## src/vrc_pkg.sv

```systemverilog
// Package with register map, field layouts and encodings of the trim and configuration register bank.
package vrc_pkg;

    // ************************************************************
    // Register command codes
    // ************************************************************
    localparam logic [7:0] VRC_CMD_TRIM_THREE_TO_FIVE_PHASE = 8'hDE;
    localparam logic [7:0] VRC_CMD_TRIM_SIX_PHASE = 8'hDF;
    localparam logic [7:0] VRC_CMD_TRIM_SPARE = 8'hE0;
    localparam logic [7:0] VRC_CMD_REGULATOR_MAIN_CONFIG = 8'hE1;

    // ************************************************************
    // Field positions
    // ************************************************************
    localparam int VRC_FIVE_PHASE_LSB = 10;
    localparam int VRC_FOUR_PHASE_LSB = 5;
    localparam int VRC_THREE_PHASE_LSB = 0;
    localparam int VRC_SIX_PHASE_LSB = 0;
    localparam int VRC_TRIM_WIDTH = 5;

    // Writable bits of each register; every other bit is reserved and reads zero.
    localparam logic [15:0] VRC_TRIM_THREE_TO_FIVE_MASK = 16'h7FFF;
    localparam logic [15:0] VRC_TRIM_SIX_MASK = 16'h001F;
    localparam logic [15:0] VRC_TRIM_SPARE_MASK = 16'h0000;
    localparam logic [15:0] VRC_MAIN_CONFIG_MASK = 16'hFBF7;

    // ************************************************************
    // Reset values
    // ************************************************************
    localparam logic [15:0] VRC_TRIM_THREE_TO_FIVE_RESET = 16'h0000;
    localparam logic [15:0] VRC_TRIM_SIX_RESET = 16'h0000;
    localparam logic [15:0] VRC_MAIN_CONFIG_RESET = 16'h40E6;

    // ************************************************************
    // Trim step size in units of 10 uV
    // ************************************************************
    localparam logic [9:0] VRC_TRIM_STEP_FULL_GAIN = 10'h0EB;
    localparam logic [9:0] VRC_TRIM_STEP_HALF_GAIN = 10'h1D6;

    // ************************************************************
    // Phase modes, also the encoding of the full-phase count field
    // ************************************************************
    typedef enum logic [2:0] {
        VRC_MODE_ONE_DCM = 3'b000,
        VRC_MODE_ONE_CCM = 3'b001,
        VRC_MODE_TWO = 3'b010,
        VRC_MODE_THREE = 3'b011,
        VRC_MODE_FOUR = 3'b100,
        VRC_MODE_FIVE = 3'b101,
        VRC_MODE_SIX = 3'b110,
        VRC_MODE_FORBIDDEN = 3'b111
    } vrc_mode_t;

    // Main configuration word, bit 15 first.
    typedef struct packed {
        logic dc_loop_enable_discontinuous;
        logic dc_loop_enable_continuous;
        logic power_state_source_select;
        logic [1:0] bus_power_state_command;
        logic reserved_10;
        logic low_state_ontime_cut_enable;
        logic power_state_command_bypass;
        logic current_balance_enable;
        logic overshoot_reduction_enable;
        logic phase_shedding_enable;
        logic vout_source_select;
        logic reserved_3;
        logic [2:0] full_phase_count;
    } vrc_config_t;

    // Controls handed to the regulation logic.
    typedef struct packed {
        logic dc_loop_enable_discontinuous;
        logic dc_loop_enable_continuous;
        logic current_balance_enable;
        logic overshoot_reduction_enable;
        logic phase_shedding_enable;
        logic vout_source_select;
        logic ontime_three_quarter;
        logic [2:0] active_phase_mode;
        logic active_trim_valid;
        logic [4:0] active_trim;
        logic [9:0] trim_step_10uv;
    } vrc_controls_t;

endpackage

```

## src/vrc_trim_and_config_regs.sv

```systemverilog
// Trim and main configuration register bank of the multi-phase regulator controller.
`timescale 1ns/1ps
`default_nettype none

module vrc_trim_and_config_regs
    import vrc_pkg::*;
(
    input wire logic clk,
    input wire logic reset_n,
    input wire logic [7:0] cmd_code,
    input wire logic cmd_write,
    input wire logic [15:0] cmd_write_data,
    input wire logic cmd_read,
    output logic [15:0] cmd_read_data,
    output logic cmd_read_valid,
    output logic cmd_hit,
    input wire logic remote_sense_half_gain,
    input wire logic [1:0] power_state_input,
    input wire logic [2:0] auto_phase_shedding,
    output vrc_controls_t controls
);

    // ************************************************************
    // State
    // ************************************************************
    typedef struct packed {
        logic [15:0] trim_three_to_five_phase;
        logic [15:0] trim_six_phase;
        vrc_config_t regulator_main_config;
        logic [1:0] pin_sync_first;
        logic [1:0] pin_sync_second;
        logic [1:0] pin_sync_third;
        logic [1:0] pin_code;
        logic [15:0] read_data;
        logic read_valid;
        logic hit;
        vrc_controls_t controls;
    } vrc_state_t;

    vrc_state_t state_reg;
    vrc_state_t state_next;

    logic [15:0] config_word;
    logic [1:0] state_command;
    logic [2:0] mode_from_command;
    logic [2:0] active_mode;
    logic [15:0] config_write;

    assign config_word = state_reg.regulator_main_config;

    // ************************************************************
    // Power state decode
    // ************************************************************
    function automatic logic [2:0] vrc_decode_command(input logic [1:0] command, input logic [2:0] full_count);
        logic [2:0] mode;
        mode = full_count;
        if (command[1]) begin
            mode = VRC_MODE_ONE_DCM;
        end else if (command[0]) begin
            mode = VRC_MODE_ONE_CCM;
        end
        return mode;
    endfunction

    always_comb begin
        vrc_config_t cfg;
        cfg = state_reg.regulator_main_config;
        if (cfg.power_state_source_select) begin
            state_command = cfg.bus_power_state_command;
        end else begin
            state_command = state_reg.pin_code;
        end
        mode_from_command = vrc_decode_command(state_command, cfg.full_phase_count);
        if (cfg.power_state_command_bypass) begin
            // Commands are ignored; only shedding may leave the full-phase mode.
            if (cfg.phase_shedding_enable) begin
                active_mode = auto_phase_shedding;
            end else begin
                active_mode = cfg.full_phase_count;
            end
        end else begin
            active_mode = mode_from_command;
        end
    end

    // A forbidden phase count is refused and the stored count is kept.
    always_comb begin
        config_write = cmd_write_data & VRC_MAIN_CONFIG_MASK;
        if (cmd_write_data[2:0] == VRC_MODE_FORBIDDEN) begin
            config_write[2:0] = state_reg.regulator_main_config.full_phase_count;
        end
    end

    // ************************************************************
    // Next state
    // ************************************************************
    always_comb begin
        state_next = state_reg;
        state_next.pin_sync_first = power_state_input;
        state_next.pin_sync_second = state_reg.pin_sync_first;
        state_next.pin_sync_third = state_reg.pin_sync_second;
        // The two pin bits may settle on different edges, so a code is taken only once two samples agree.
        if (state_reg.pin_sync_second == state_reg.pin_sync_third) begin
            state_next.pin_code = state_reg.pin_sync_second;
        end

        // Register writes.
        if (cmd_write) begin
            case (cmd_code)
                VRC_CMD_TRIM_THREE_TO_FIVE_PHASE: begin
                    state_next.trim_three_to_five_phase = cmd_write_data & VRC_TRIM_THREE_TO_FIVE_MASK;
                end
                VRC_CMD_TRIM_SIX_PHASE: begin
                    state_next.trim_six_phase = cmd_write_data & VRC_TRIM_SIX_MASK;
                end
                VRC_CMD_REGULATOR_MAIN_CONFIG: begin
                    state_next.regulator_main_config = config_write;
                end
                default: begin
                end
            endcase
        end

        // Register reads, answered one cycle later.
        state_next.read_valid = cmd_read;
        state_next.hit = 1'b0;
        if (cmd_read) begin
            state_next.read_data = 16'h0000;
        end
        case (cmd_code)
            VRC_CMD_TRIM_THREE_TO_FIVE_PHASE: begin
                state_next.hit = cmd_read | cmd_write;
                if (cmd_read) begin
                    state_next.read_data = state_reg.trim_three_to_five_phase & VRC_TRIM_THREE_TO_FIVE_MASK;
                end
            end
            VRC_CMD_TRIM_SIX_PHASE: begin
                state_next.hit = cmd_read | cmd_write;
                if (cmd_read) begin
                    state_next.read_data = state_reg.trim_six_phase & VRC_TRIM_SIX_MASK;
                end
            end
            VRC_CMD_TRIM_SPARE: begin
                state_next.hit = cmd_read | cmd_write;
                if (cmd_read) begin
                    state_next.read_data = VRC_TRIM_SPARE_MASK;
                end
            end
            VRC_CMD_REGULATOR_MAIN_CONFIG: begin
                state_next.hit = cmd_read | cmd_write;
                if (cmd_read) begin
                    state_next.read_data = config_word & VRC_MAIN_CONFIG_MASK;
                end
            end
            default: begin
            end
        endcase

        // Controls for the regulation logic.
        state_next.controls.dc_loop_enable_discontinuous =
            state_reg.regulator_main_config.dc_loop_enable_discontinuous;
        state_next.controls.dc_loop_enable_continuous =
            state_reg.regulator_main_config.dc_loop_enable_continuous;
        state_next.controls.current_balance_enable = state_reg.regulator_main_config.current_balance_enable;
        state_next.controls.overshoot_reduction_enable =
            state_reg.regulator_main_config.overshoot_reduction_enable;
        state_next.controls.phase_shedding_enable = state_reg.regulator_main_config.phase_shedding_enable;
        state_next.controls.vout_source_select = state_reg.regulator_main_config.vout_source_select;
        state_next.controls.ontime_three_quarter = state_reg.regulator_main_config.low_state_ontime_cut_enable
            && (active_mode == VRC_MODE_ONE_DCM);
        state_next.controls.active_phase_mode = active_mode;
        if (remote_sense_half_gain) begin
            state_next.controls.trim_step_10uv = VRC_TRIM_STEP_HALF_GAIN;
        end else begin
            state_next.controls.trim_step_10uv = VRC_TRIM_STEP_FULL_GAIN;
        end

        // Modes below three phases take their trims from elsewhere.
        state_next.controls.active_trim_valid = 1'b1;
        case (active_mode)
            VRC_MODE_THREE: begin
                state_next.controls.active_trim =
                    state_reg.trim_three_to_five_phase[VRC_THREE_PHASE_LSB +: VRC_TRIM_WIDTH];
            end
            VRC_MODE_FOUR: begin
                state_next.controls.active_trim =
                    state_reg.trim_three_to_five_phase[VRC_FOUR_PHASE_LSB +: VRC_TRIM_WIDTH];
            end
            VRC_MODE_FIVE: begin
                state_next.controls.active_trim =
                    state_reg.trim_three_to_five_phase[VRC_FIVE_PHASE_LSB +: VRC_TRIM_WIDTH];
            end
            VRC_MODE_SIX: begin
                state_next.controls.active_trim =
                    state_reg.trim_six_phase[VRC_SIX_PHASE_LSB +: VRC_TRIM_WIDTH];
            end
            default: begin
                state_next.controls.active_trim = 5'h00;
                state_next.controls.active_trim_valid = 1'b0;
            end
        endcase
    end

    // ************************************************************
    // Registers
    // ************************************************************
    always_ff @(posedge clk) begin
        if (!reset_n) begin
            state_reg <= '0;
            state_reg.trim_three_to_five_phase <= VRC_TRIM_THREE_TO_FIVE_RESET;
            state_reg.trim_six_phase <= VRC_TRIM_SIX_RESET;
            state_reg.regulator_main_config <= VRC_MAIN_CONFIG_RESET;
            state_reg.controls.trim_step_10uv <= VRC_TRIM_STEP_FULL_GAIN;
        end else begin
            state_reg <= state_next;
        end
    end

    assign cmd_read_data = state_reg.read_data;
    assign cmd_read_valid = state_reg.read_valid;
    assign cmd_hit = state_reg.hit;
    assign controls = state_reg.controls;

endmodule

`default_nettype wire

```

## config.mk

```make
export PLATFORM = sky130hd
export DESIGN_NAME = vrc_trim_and_config_regs
export DESIGN_NICKNAME = d
export VERILOG_FILES = /design/src/vrc_pkg.sv /design/src/vrc_trim_and_config_regs.sv
export SDC_FILE = /design/constraint.sdc
export NUM_CORES = 1
export LEC_CHECK = 0
export ABC_CLOCK_PERIOD_IN_PS = 1940
export BUFFER_PORTS_ARGS = -buffer_cell sky130_fd_sc_hd__buf_2
export CAP_MARGIN = 20
export CORE_MARGIN = 2
export CORE_UTILIZATION = 41
export CTS_CLUSTER_SIZE = 24
export DETAILED_ROUTE_END_ITERATION = 10
export PLACE_DENSITY = 0.66
export SLEW_MARGIN = 20
export SYNTH_ARGS = -nofsm -noshare
export SYNTH_HDL_FRONTEND = slang
export SYNTH_SLANG_ARGS = --single-unit
```

## constraint.sdc

```tcl
create_clock -name clk -period 1.94 [get_ports clk]
set_input_delay 0.582 -clock clk [delete_from_list [all_inputs] [get_ports clk]]
set_output_delay 0.582 -clock clk [all_outputs]
set_load 0.03 [all_outputs]
```

==> results of run 1 <==
[cell usage after synthesis, types with 5 or more instances]
library cell	number
a21boi_0	6
a21oi_1	35
a22oi_1	13
and2_1	15
buf_4	42
clkbuf_1	15
dfxtp_1	78
inv_1	5
nand2_1	76
nand3_1	24
nor2_1	14
o21ai_0	14
o2bb2a_1	5
[power by group]
part	switching, mW	total [mW]	internal, mW
clock network	0.553	1.21	0.659
registers	0.00770	1.63	1.62
logic	0.137	0.211	0.0735
total	0.698	3.05	2.35
[cells by family (layout without fill, tap and decap cells)]
| group | count (synthesis) | count (layout) | share of synthesized area [%] |
|---|---|---|---|
| flip-flops | 78 | 78 | 44.7 |
| XOR/XNOR | 3 | 3 | 0.751 |
| buffers and inverters | 70 | 139 | 12.6 |
| AO/OA/AOI/OAI | 97 | 97 | 18.8 |
| AND/OR/NAND/NOR | 151 | 151 | 21.1 |
| other | 2 | 4 | 0.215 |
| multiplexers | 6 | 6 | 1.90 |
[stage by stage]
step           util (%)  power (mW)  hold WS [ps]  instances
3_3_place_gp       47.5        1.86           416        564
6_report           52.5        3.05           438        583
2_1_floorplan         -        1.80           412        409
5_1_grt            52.5        3.17           423        583
3_5_place_dp       47.5        1.87           422        564
4_1_cts            50.7        3.09           424        580
[cell usage in the layout (no fill, tap or decap), drive strengths merged, types with 6 or more instances in the layout]
cell | netlist | final
a21boi | 6 | 6
dfxtp | 78 | 78
and2 | 17 | 17
clkbuf | 15 | 12
o21ai | 15 | 15
nor2 | 14 | 14
nand3 | 24 | 24
a22oi | 13 | 13
nand2 | 76 | 76
buf | 49 | 117
a21oi | 35 | 35
[per-layer routing]
layer,GRT usage (%),up-vias,wire length [µm]
li1,-,1493,-
met5,0,-,0
met1,25.0,1427,3990
met2,32.5,100,4320
met4,7.98,0,186
met3,5.17,14,588
[worst register-to-register path, delay by kind of cell, from the launching register on]
kind | cells | cell delay (ps)
AO/OA/AOI/OAI | 3 | 750
flip-flops | 1 | 360
multiplexers | 1 | 300
buffers and inverters | 2 | 270
AND/OR/NAND/NOR | 1 | 130
[worst min path at each step]
stage                         start              to  slack [ps]  cells after the start
2_1_floorplan        state_next[48]  state_next[46]         410                      1
5_1_grt        power_state_input[1]  state_next[49]         420                      2
6_report             state_next[49]  state_next[47]         440                      1
3_3_place_gp         state_next[49]  state_next[47]         420                      1
3_5_place_dp         state_next[48]  state_next[46]         420                      1
4_1_cts        power_state_input[1]  state_next[49]         420                      2
[layout make-up]
cell class,count,area (µm²),area share [%]
Clock inverter,4,45.0,1.04
Tap cell,105,131,3.03
Multi-Input combinational cell,261,1680,38.7
Timing Repair Buffer,117,736,17.0
Inverter,6,22.5,0.520
Clock buffer,12,155,3.58
Sequential cell,78,1570,36.1
[repair_timing]
| action | CTS | global route |
|---|---|---|
| setup buffers | 0 | 3 |
| gates resized for setup | 11 | 27 |
| setup endpoints to repair | 5 | 12 |
| pin swaps | 2 | 9 |
==> results.md, run 1 <==
- Worst flop-to-flop path endpoint: controls[14]
- Fmax: 522 MHz
- DP Area: 0.00393 mm²
- # DRC: 0
- # rows: 33
- Syn Std Cell Area: 0.00350 mm²
- Layout cells sized above 1: 34.9%
- Stages on worst setup path: 7
- RSZ-0062 raised after global routing: true
- Clock tree root driver cell: clkbuf_8
- Arrival time at the worst endpoint: 2170 ps
- Critical Path RT: 2190 ps
- Vias in the first global route: 2841
- GPL Wtd Cong: 0.866
- Die Wd: 96.4 µm
- Die height: 96.4 µm
- Crit path launch: config_word[13]
- Synthesized area per cell: 8.59 µm²
- Worst Path Buf+Inv: 2
- Critical path's slowest cell: dfxtp_4
- CTS tree: done
- Worst reg-to-reg setup slack: 20 ps
- Fin nets: 507
- Port Buffers: 73
- Maximum VDD drop: 0.483 mV
- IO Pins: 78
- First-pass GRT wire length: 13900 µm
- Maxcap violations: 0
- R2R depth: 7
- Yosys warnings: 0
- Crit path to: controls[14]
- Area growth syn-to-layout: 23.9%
- Worst path cell trace: buf_6, mux2_4, a211oi_4, buf_4, o211a_4, nand3_1, a311oi_2
- Vias/cell: 5.20
- Sequential area share after synthesis: 44.7%
- Area contributors post-synth: dfxtp_1 (45%), buf_4 (9.0%), nand2_1 (8.2%)
- # diodes: 0
- Critical path class: reg -> reg
- CP Launch Type: flip-flop
- Worst-path fanout max: 5
- Final WL: 9090 µm
- Clock transition at path regs: 80 ps
- Clock Latency Late Sink: 340 ps
- Synthesized flop and latch total: 78
- Yosys top cell area share: 44.7%
- Min Tclk post-route: 1920 ps
- Number of synthesized flops with an enable pin: 0
- CORE AREA: 0.00826 mm²
- Final ANT Viol Nets: 0
- Overflow after GRT: 0
- Final worst slack: 23.9 ps
- Final number of setup-violating endpoints: 0
- Initial antenna violation count: 0
- Clk buf depth: 2
- Final Instance Area: 0.00433 mm²
- Htree depth: 3
- Largest net degree at the start of global routing: 25
- Fin. Hold Viols: 0
- Synthesized instance count: 407
- Clock Skew: 7.08 ps
- Main synth FF type: dfxtp_1
- Max FFs per register: 24
- Yosys cell types: 49
- Sink Count: 78
- Initial DRC count: 181
- Pre-CTS WS: -318 ps
- Pre-antenna DRT Iters: 4
- Status: finished, final reports clean
- Hold Crit Class: reg -> reg
- DR WL/cell: 15.6 µm
- Vias: 3034
- Beginning of the worst register-to-register path: config_word[13]
- Power per cell area: 704 mW/mm²
- Delay-heaviest family, CP: compound AO/OA/AOI/OAI gates
- Cell taking the most area after synthesis: dfxtp_1
- Critical Path End Type: flip-flop
- Fillers: 805
- GRT Resource Usage Total: 19.9%
- Die ar.: 0.00928 mm²
- CTS Hold Bufs: 0
- Setup TNS: 0 ps
- Leak: 1.75 nW
- Num CTS Buffers: 9
- Detailed Place HPWL: 6550 µm
- Largest stage delay on the critical path: 360 ps
- Async SR Flop Fraction: 0%
- Max-slew violation count: 0
- Initial core utilization: 42.3%
- Crit share post-route: 98.8%
Power figures use the tool's default switching activity.
==> inputs of run 2 (changes only) <==
Settings changed: BUFFER_PORTS_ARGS -buffer_cell sky130_fd_sc_hd__buf_2 to -buffer_cell sky130_fd_sc_hd__buf_4, GPL_TIMING_DRIVEN set to 0.
==> run 2 against run 1 <==
  * The flow now finishes with violations (setup timing)
  * Register-to-register slack worse by 70 ps
  * Non-clock buffer count is 26 higher
  * Combinational power is 24% higher
  * Setup slack worse by 72 ps
  * Maximum frequency is 3.6% lower
  * Sequential power hardly changed
  * Global-route usage is 0.40 points higher
  * Clock power hardly changed
  * Highest routed layer unchanged
==> results.md, run 2 (same netlist as run 1, synthesis figures left out) <==
- Status: finished with violations
- Failing checks: setup timing
- Final WL: 9090 µm (about the same)
- Fmax: 503 MHz (-3.6%)
- IO Pins: 78 (unchanged)
- Hold Crit Class: reg -> reg
- Slew HR: 55.7%
- CP Launch Type: flip-flop
- Stages on worst setup path: 6 (-1)
- Overflow after GRT: 0 (unchanged)
- Pre-antenna DRT Iters: 4 (unchanged)
- Final worst slack: -48.0 ps (-72.0 ps)
- Crit share post-route: 102% (+3.7 points)
- Pre-CTS WS: -691 ps (-373 ps)
- Die height: 96.4 µm (unchanged)
- Vias/cell: 4.97 (-4.4%)
- Worst hold start: state_next[49]
- R2R depth: 6 (-1)
- M3 GR Usage: 3.21% (-2.0 points)
- Die ar.: 0.00928 mm² (unchanged)
- Die Wd: 96.4 µm (unchanged)
- DR WL/cell: 14.9 µm (-4.2%)
- Port Buffers: 72 (-1.4%)
- Largest stage delay on the critical path: 410 ps (+50 ps)
- Largest net degree at the start of global routing: 13 (-48%)
- Setup TNS: -93.4 ps (-93.4 ps)
- Fin nets: 533 (+5.1%)
- Initial antenna violation count: 0 (unchanged)
- Worst Path Buf+Inv: 1 (-1)
- Area of the multi-input gates: 0.00166 mm² (-0.97%)
- Fin util: 55.9% (+3.4 points)
- Initial DRC count: 148 (-18%)
- Grt met1 use: 26.2% (+1.2 points)
- Clock Latency Late Sink: 340 ps (about the same)
- GRT Resource Usage Total: 20.3% (+0.40 points)
- Max FFs per register: 24 (unchanged)
- Final number of setup-violating endpoints: 3 (+3)
- Max-slew violation count: 0 (unchanged)
- Fillers: 788 (-2.1%)
- Crit path to: controls[11]
- Min Tclk post-route: 1990 ps (+72.0 ps)
- Crit path launch: config_word[13]
- Clock transition at path regs: 80 ps (about the same)
- M2 GR Usage: 34.1% (+1.6 points)
- Critical Path RT: 2180 ps (about the same)
- # diodes: 0 (unchanged)
- Detailed Place HPWL: 6740 µm (+2.9%)
- Clock tree root driver cell: clkbuf_8
- Htree depth: 3 (unchanged)
- Layout cells sized above 1: 36.3% (+1.4 points)
- CTS tree: done
- CORE AREA: 0.00826 mm² (unchanged)
- # rows: 33 (unchanged)
- Vias in the first global route: 2861 (+0.70%)
- Critical Path End Type: flip-flop
- Worst-path fanout max: 6 (+1)
- Critical path's slowest cell: dfxtp_4
- Clk buf depth: 2 (unchanged)
- Maxcap violations: 0 (unchanged)
- Delay-heaviest family, CP: compound AO/OA/AOI/OAI gates
- Initial core utilization: 42.3% (unchanged)
- Fin. Hold Viols: 0 (unchanged)
- Num CTS Buffers: 9 (unchanged)
- Leak: 1.89 nW (+8.2%)
- Busiest grt layer: met2
- Worst path cell trace: mux2i_4, a211oi_4, buf_4, nor4_4, o2bb2a_2, a311oi_2
- Arrival time at the worst endpoint: 2230 ps (+60 ps)
- RSZ-0062 raised after global routing: true
- Commonest cells after routing, fill and taps aside: buf_4 (125), nand2_1 (76), dfxtp_1 (76), a21oi_1 (35), nand3_1 (24)
- GPL Wtd Cong: 0.880 (+1.7%)
- Clock Skew: 12.2 ps (+5.13 ps)
- Register area: 0.00157 mm² (about the same)
- Worst flop-to-flop path endpoint: controls[11]
- Vias: 3029 (-0.16%)
- Critical path class: reg -> reg
- Beginning of the worst register-to-register path: config_word[13]
- Maximum VDD drop: 0.396 mV (-18%)
- Sink Count: 78 (unchanged)
- Area growth syn-to-layout: 32.0%
- Worst reg-to-reg setup slack: -50 ps (-70 ps)
- Commonest non-fill, non-tap cell in the layout: buf_4
- Post-layout total power: 3.12 mW (+2.3%)
- Final ANT Viol Nets: 0 (unchanged)
- Power per cell area: 676 mW/mm² (-4.0%)
- First-pass GRT wire length: 14100 µm (+1.7%)
- Worst-Margin Slew: 665 ps
- # DRC: 0 (unchanged)
==> run 2: changes by cell type in the layout (fill, tap and decap cells not counted), sizes merged <==
cell      change
buf          +13
clkbuf       +14
clkinv        -2
clkinvlp      +1
==> run 2: worst register-to-register path, cell delays in order, from the launching register on <==
cell and delay [ps]:
dfxtp_4 410, mux2i_4 270, a211oi_4 110, buf_4 150, nor4_4 400, o2bb2a_2 280, a311oi_2 280
==> run 2: worst min path at each step <==
stage	end	cells past startpoint
2_1_floorplan	state_next[46]	1
3_3_place_gp	state_next[46]	1
3_5_place_dp	state_next[47]	1
4_1_cts	state_next[49]	2
5_1_grt	state_next[48]	2
6_report	state_next[47]	1
==> run 2: area by class of cell <==
cell class	count	area share [%]
Tap cell	105	2.85
Timing Repair Buffer	82	13.3
Sequential cell	78	33.9
Multi-Input combinational cell	261	36.0
Clock buffer	13	3.44
Inverter	6	0.488
Buffer	61	9.05
Clock inverter	3	0.922
==> run 2: routing by layer <==
| layer | wire length, µm | vias up |
|---|---|---|
| li1 | - | 1532 |
| met1 | 4020 | 1408 |
| met2 | 4490 | 77 |
| met3 | 403 | 12 |
| met4 | 178 | 0 |
| met5 | 0 | - |
==> run 2: what timing repair did <==
item / 4_1_cts / 5_1_grt
buffers inserted: 6 / 4
gates cloned: 0 / 0
setup endpoints to repair: 38 / 41
hold buffers: 0 / 0
gates resized for setup: 21 / 22
pin swaps: 4 / 7
==> run 2: through the flow <==
step / hold WS, ps / std cells / area (µm²)
after floorplan: 412 / 409 / 3510
after global placement: 419 / 586 / 4190
after detailed placement: 423 / 586 / 4190
after CTS: 443 / 607 / 4530
after global routing: 449 / 609 / 4620
final: 441 / 609 / 4620
==> run 2: power breakdown <==
part | internal, mW | total (mW) | switching, mW | leakage (nW)
logic | 0.116 | 0.262 | 0.146 | 1.16
registers | 1.62 | 1.63 | 0.00864 | 0.634
clock network | 0.664 | 1.23 | 0.567 | 0.0996
==> inputs of run 3 (changes only) <==
Settings changed: BUFFER_PORTS_ARGS -buffer_cell sky130_fd_sc_hd__buf_4 to -buffer_cell sky130_fd_sc_hd__buf_2.
==> run 3 against run 2 <==
  * The run still ends with setup timing left
  * Clock power up 11%
  * Global-route usage up 0.18 points
  * Via count up 4.0%
  * Die area unchanged
  * Clock-buffer cell count down 1
  * Total power up 3.3%
  * Routed wire length up 1.1%
  * Sequential power about the same
  * Clock skew down 5.4 ps
  * Sequential share of layout area up 1.1 points
  * Combinational power down 11%
  * Final cell count up 0.33%
  * Critical endpoint is now controls[12]
  * Largest cell class unchanged
==> results.md, run 3 (same netlist as run 1, synthesis figures left out) <==
- Sink Count: 78 (unchanged)
- Final ANT Viol Nets: 0 (unchanged)
- Worst path cell trace: buf_6, mux2_4, and2_4, nor4_4, o2bb2a_2, a311oi_2
- Htree depth: 3 (unchanged)
- Die height: 96.4 µm (unchanged)
- Clock tree root driver cell: clkbuf_8
- Power per cell area: 721 mW/mm² (+6.7%)
- Area growth syn-to-layout: 27.8%
- Initial antenna violation count: 0 (unchanged)
- R2R depth: 6 (unchanged)
- Commonest non-fill, non-tap cell in the layout: nand2_1
- Worst-path fanout max: 4 (-2)
- CORE AREA: 0.00826 mm² (unchanged)
- Arrival time at the worst endpoint: 2190 ps (-40 ps)
- RSZ-0062 raised after global routing: true
- Clock transition at path regs: 80 ps (about the same)
- Slew HR: 57.6% (+1.9 points)
- Commonest cells after routing, fill and taps aside: nand2_1 (76), dfxtp_1 (75), buf_2 (74), buf_4 (57), a21oi_1 (35)
- Initial core utilization: 42.3% (unchanged)
- Maxcap violations: 0 (unchanged)
- Die ar.: 0.00928 mm² (unchanged)
- Final number of setup-violating endpoints: 2 (-1)
- Status: finished with violations
- Port Buffers: 72 (unchanged)
- Fin nets: 536 (+0.56%)
- Largest stage delay on the critical path: 390 ps (-20 ps)
- Crit share post-route: 101% (-1.8 points)
- Pre-antenna DRT Iters: 5 (+1)
- CTS tree: done
- Failing checks: setup timing
- Min Tclk post-route: 1950 ps (-35.8 ps)
- Fin. Hold Viols: 0 (unchanged)
- Fillers: 818 (+3.8%)
- Crit path launch: config_word[5]
- Vias in the first global route: 2940 (+2.8%)
- Critical Path End Type: flip-flop
- Leak: 1.88 nW (-0.78%)
- Fin cells: 611 (+0.33%)
- CTS Hold Bufs: 0 (unchanged)
- Clk buf depth: 2 (unchanged)
- Maximum VDD drop: 0.483 mV (+22%)
- Detailed Place HPWL: 6710 µm (-0.36%)
- Beginning of the worst register-to-register path: config_word[5]
- First-pass GRT wire length: 14300 µm (+1.0%)
- Fin util: 54.1% (-1.8 points)
- Worst reg-to-reg setup slack: -10 ps (+40 ps)
- Final Instance Area: 0.00447 mm² (-3.1%)
- Max FFs per register: 24 (unchanged)
- Clock Skew: 6.84 ps (-5.37 ps)
- Largest net degree at the start of global routing: 16 (+3)
- Critical path's slowest cell: nor4_4
- Overflow after GRT: 0 (unchanged)
- # diodes: 0 (unchanged)
- Num CTS Buffers: 9 (unchanged)
- DP Area: 0.00401 mm² (-4.3%)
- Clock Latency Late Sink: 340 ps (about the same)
- DR WL/cell: 15.0 µm (+0.77%)
- # rows: 33 (unchanged)
- Final worst slack: -12.2 ps (+35.8 ps)
- Fmax: 512 MHz (+1.8%)
- Post-layout total power: 3.22 mW (+3.3%)
- Worst flop-to-flop path endpoint: controls[12]
- Worst-Margin Slew: 637 ps (-28.6 ps)
- CP Launch Type: flip-flop
- Max-slew violation count: 0 (unchanged)
- Final WL: 9190 µm (+1.1%)
- Initial DRC count: 192 (+30%)
- Crit path to: controls[12]
- Vias/cell: 5.15 (+3.6%)
- Hold Crit Class: reg -> reg
- Vias: 3149 (+4.0%)
- Critical Path RT: 2180 ps (about the same)
- IO Pins: 78 (unchanged)
- Die Wd: 96.4 µm (unchanged)
- GRT Resource Usage Total: 20.5% (+0.18 points)
- Critical path class: reg -> reg
- # DRC: 0 (unchanged)
- GPL Wtd Cong: 0.895 (+1.7%)
- Placed cell count: 586 (unchanged)
- Layout cells sized above 1: 36.0% (-0.34 points)
run 3: area by class of cell:
| class | instances | area (µm²) | area share (%) |
|---|---|---|---|
| multi-input combinational | 261 | 1650 | 36.9 |
| sequential | 78 | 1570 | 35.1 |
| timing repair buffer | 86 | 465 | 10.4 |
| buffer | 60 | 410 | 9.18 |
| clock buffer | 12 | 155 | 3.47 |
| tap | 105 | 131 | 2.94 |
| clock inverter | 3 | 67.6 | 1.51 |
| inverter | 6 | 22.5 | 0.504 |
run 3: worst max-delay path: cells and delay by family, from the launching register on:
kind	cells	cell delay, ps
AOI/OAI and AO/OA	2	550
buffers and inverters	1	120
DFF	1	320
muxes	1	290
and+or+nand+nor	2	570
run 3: routing by layer:
layer / track usage [%] / up-vias / part of all wire [%]
met5: 0 / - / 0
met4: 9.27 / 0 / 2.1
met3: 3.05 / 17 / 5.2
met2: 33.9 / 83 / 49
met1: 26.4 / 1508 / 44
li1: - / 1541 / -
run 3: report_power, final:
| group | internal, mW | switching, mW | leakage, nW |
|---|---|---|---|
| clock network | 0.789 | 0.573 | 0.109 |
| logic | 0.0877 | 0.146 | 1.13 |
| registers | 1.62 | 0.00877 | 0.634 |
run 3: stage by stage:
stage	worst slack (ps)	TNS [ps]	hold WS [ps]
after floorplan	20.2	0	412
after global placement	-616	-21660	420
after detailed placement	-680	-22510	419
after CTS	-20.4	-37.1	438
after global routing	-82.1	-356	442
final	-12.2	-15.6	439
run 3: how the worst min path moves through the flow:
stage | from | end | slack [ps] | depth (start not counted)
after global placement | state_next[48] | state_next[46] | 420 | 1
after global routing | power_state_input[0] | state_next[48] | 440 | 2
after floorplan | state_next[48] | state_next[46] | 410 | 1
after CTS | power_state_input[0] | state_next[48] | 440 | 2
after detailed placement | state_next[49] | state_next[47] | 420 | 1
final | state_next[49] | state_next[47] | 440 | 1
run 3: repair_timing:
action | in CTS | in global routing
setup endpoints to repair | 38 | 45
pin swaps | 4 | 9
cloned | 0 | 0
endpoints found under the hold margin | 0 | 0
buffers inserted | 7 | 7
resized for setup | 19 | 19
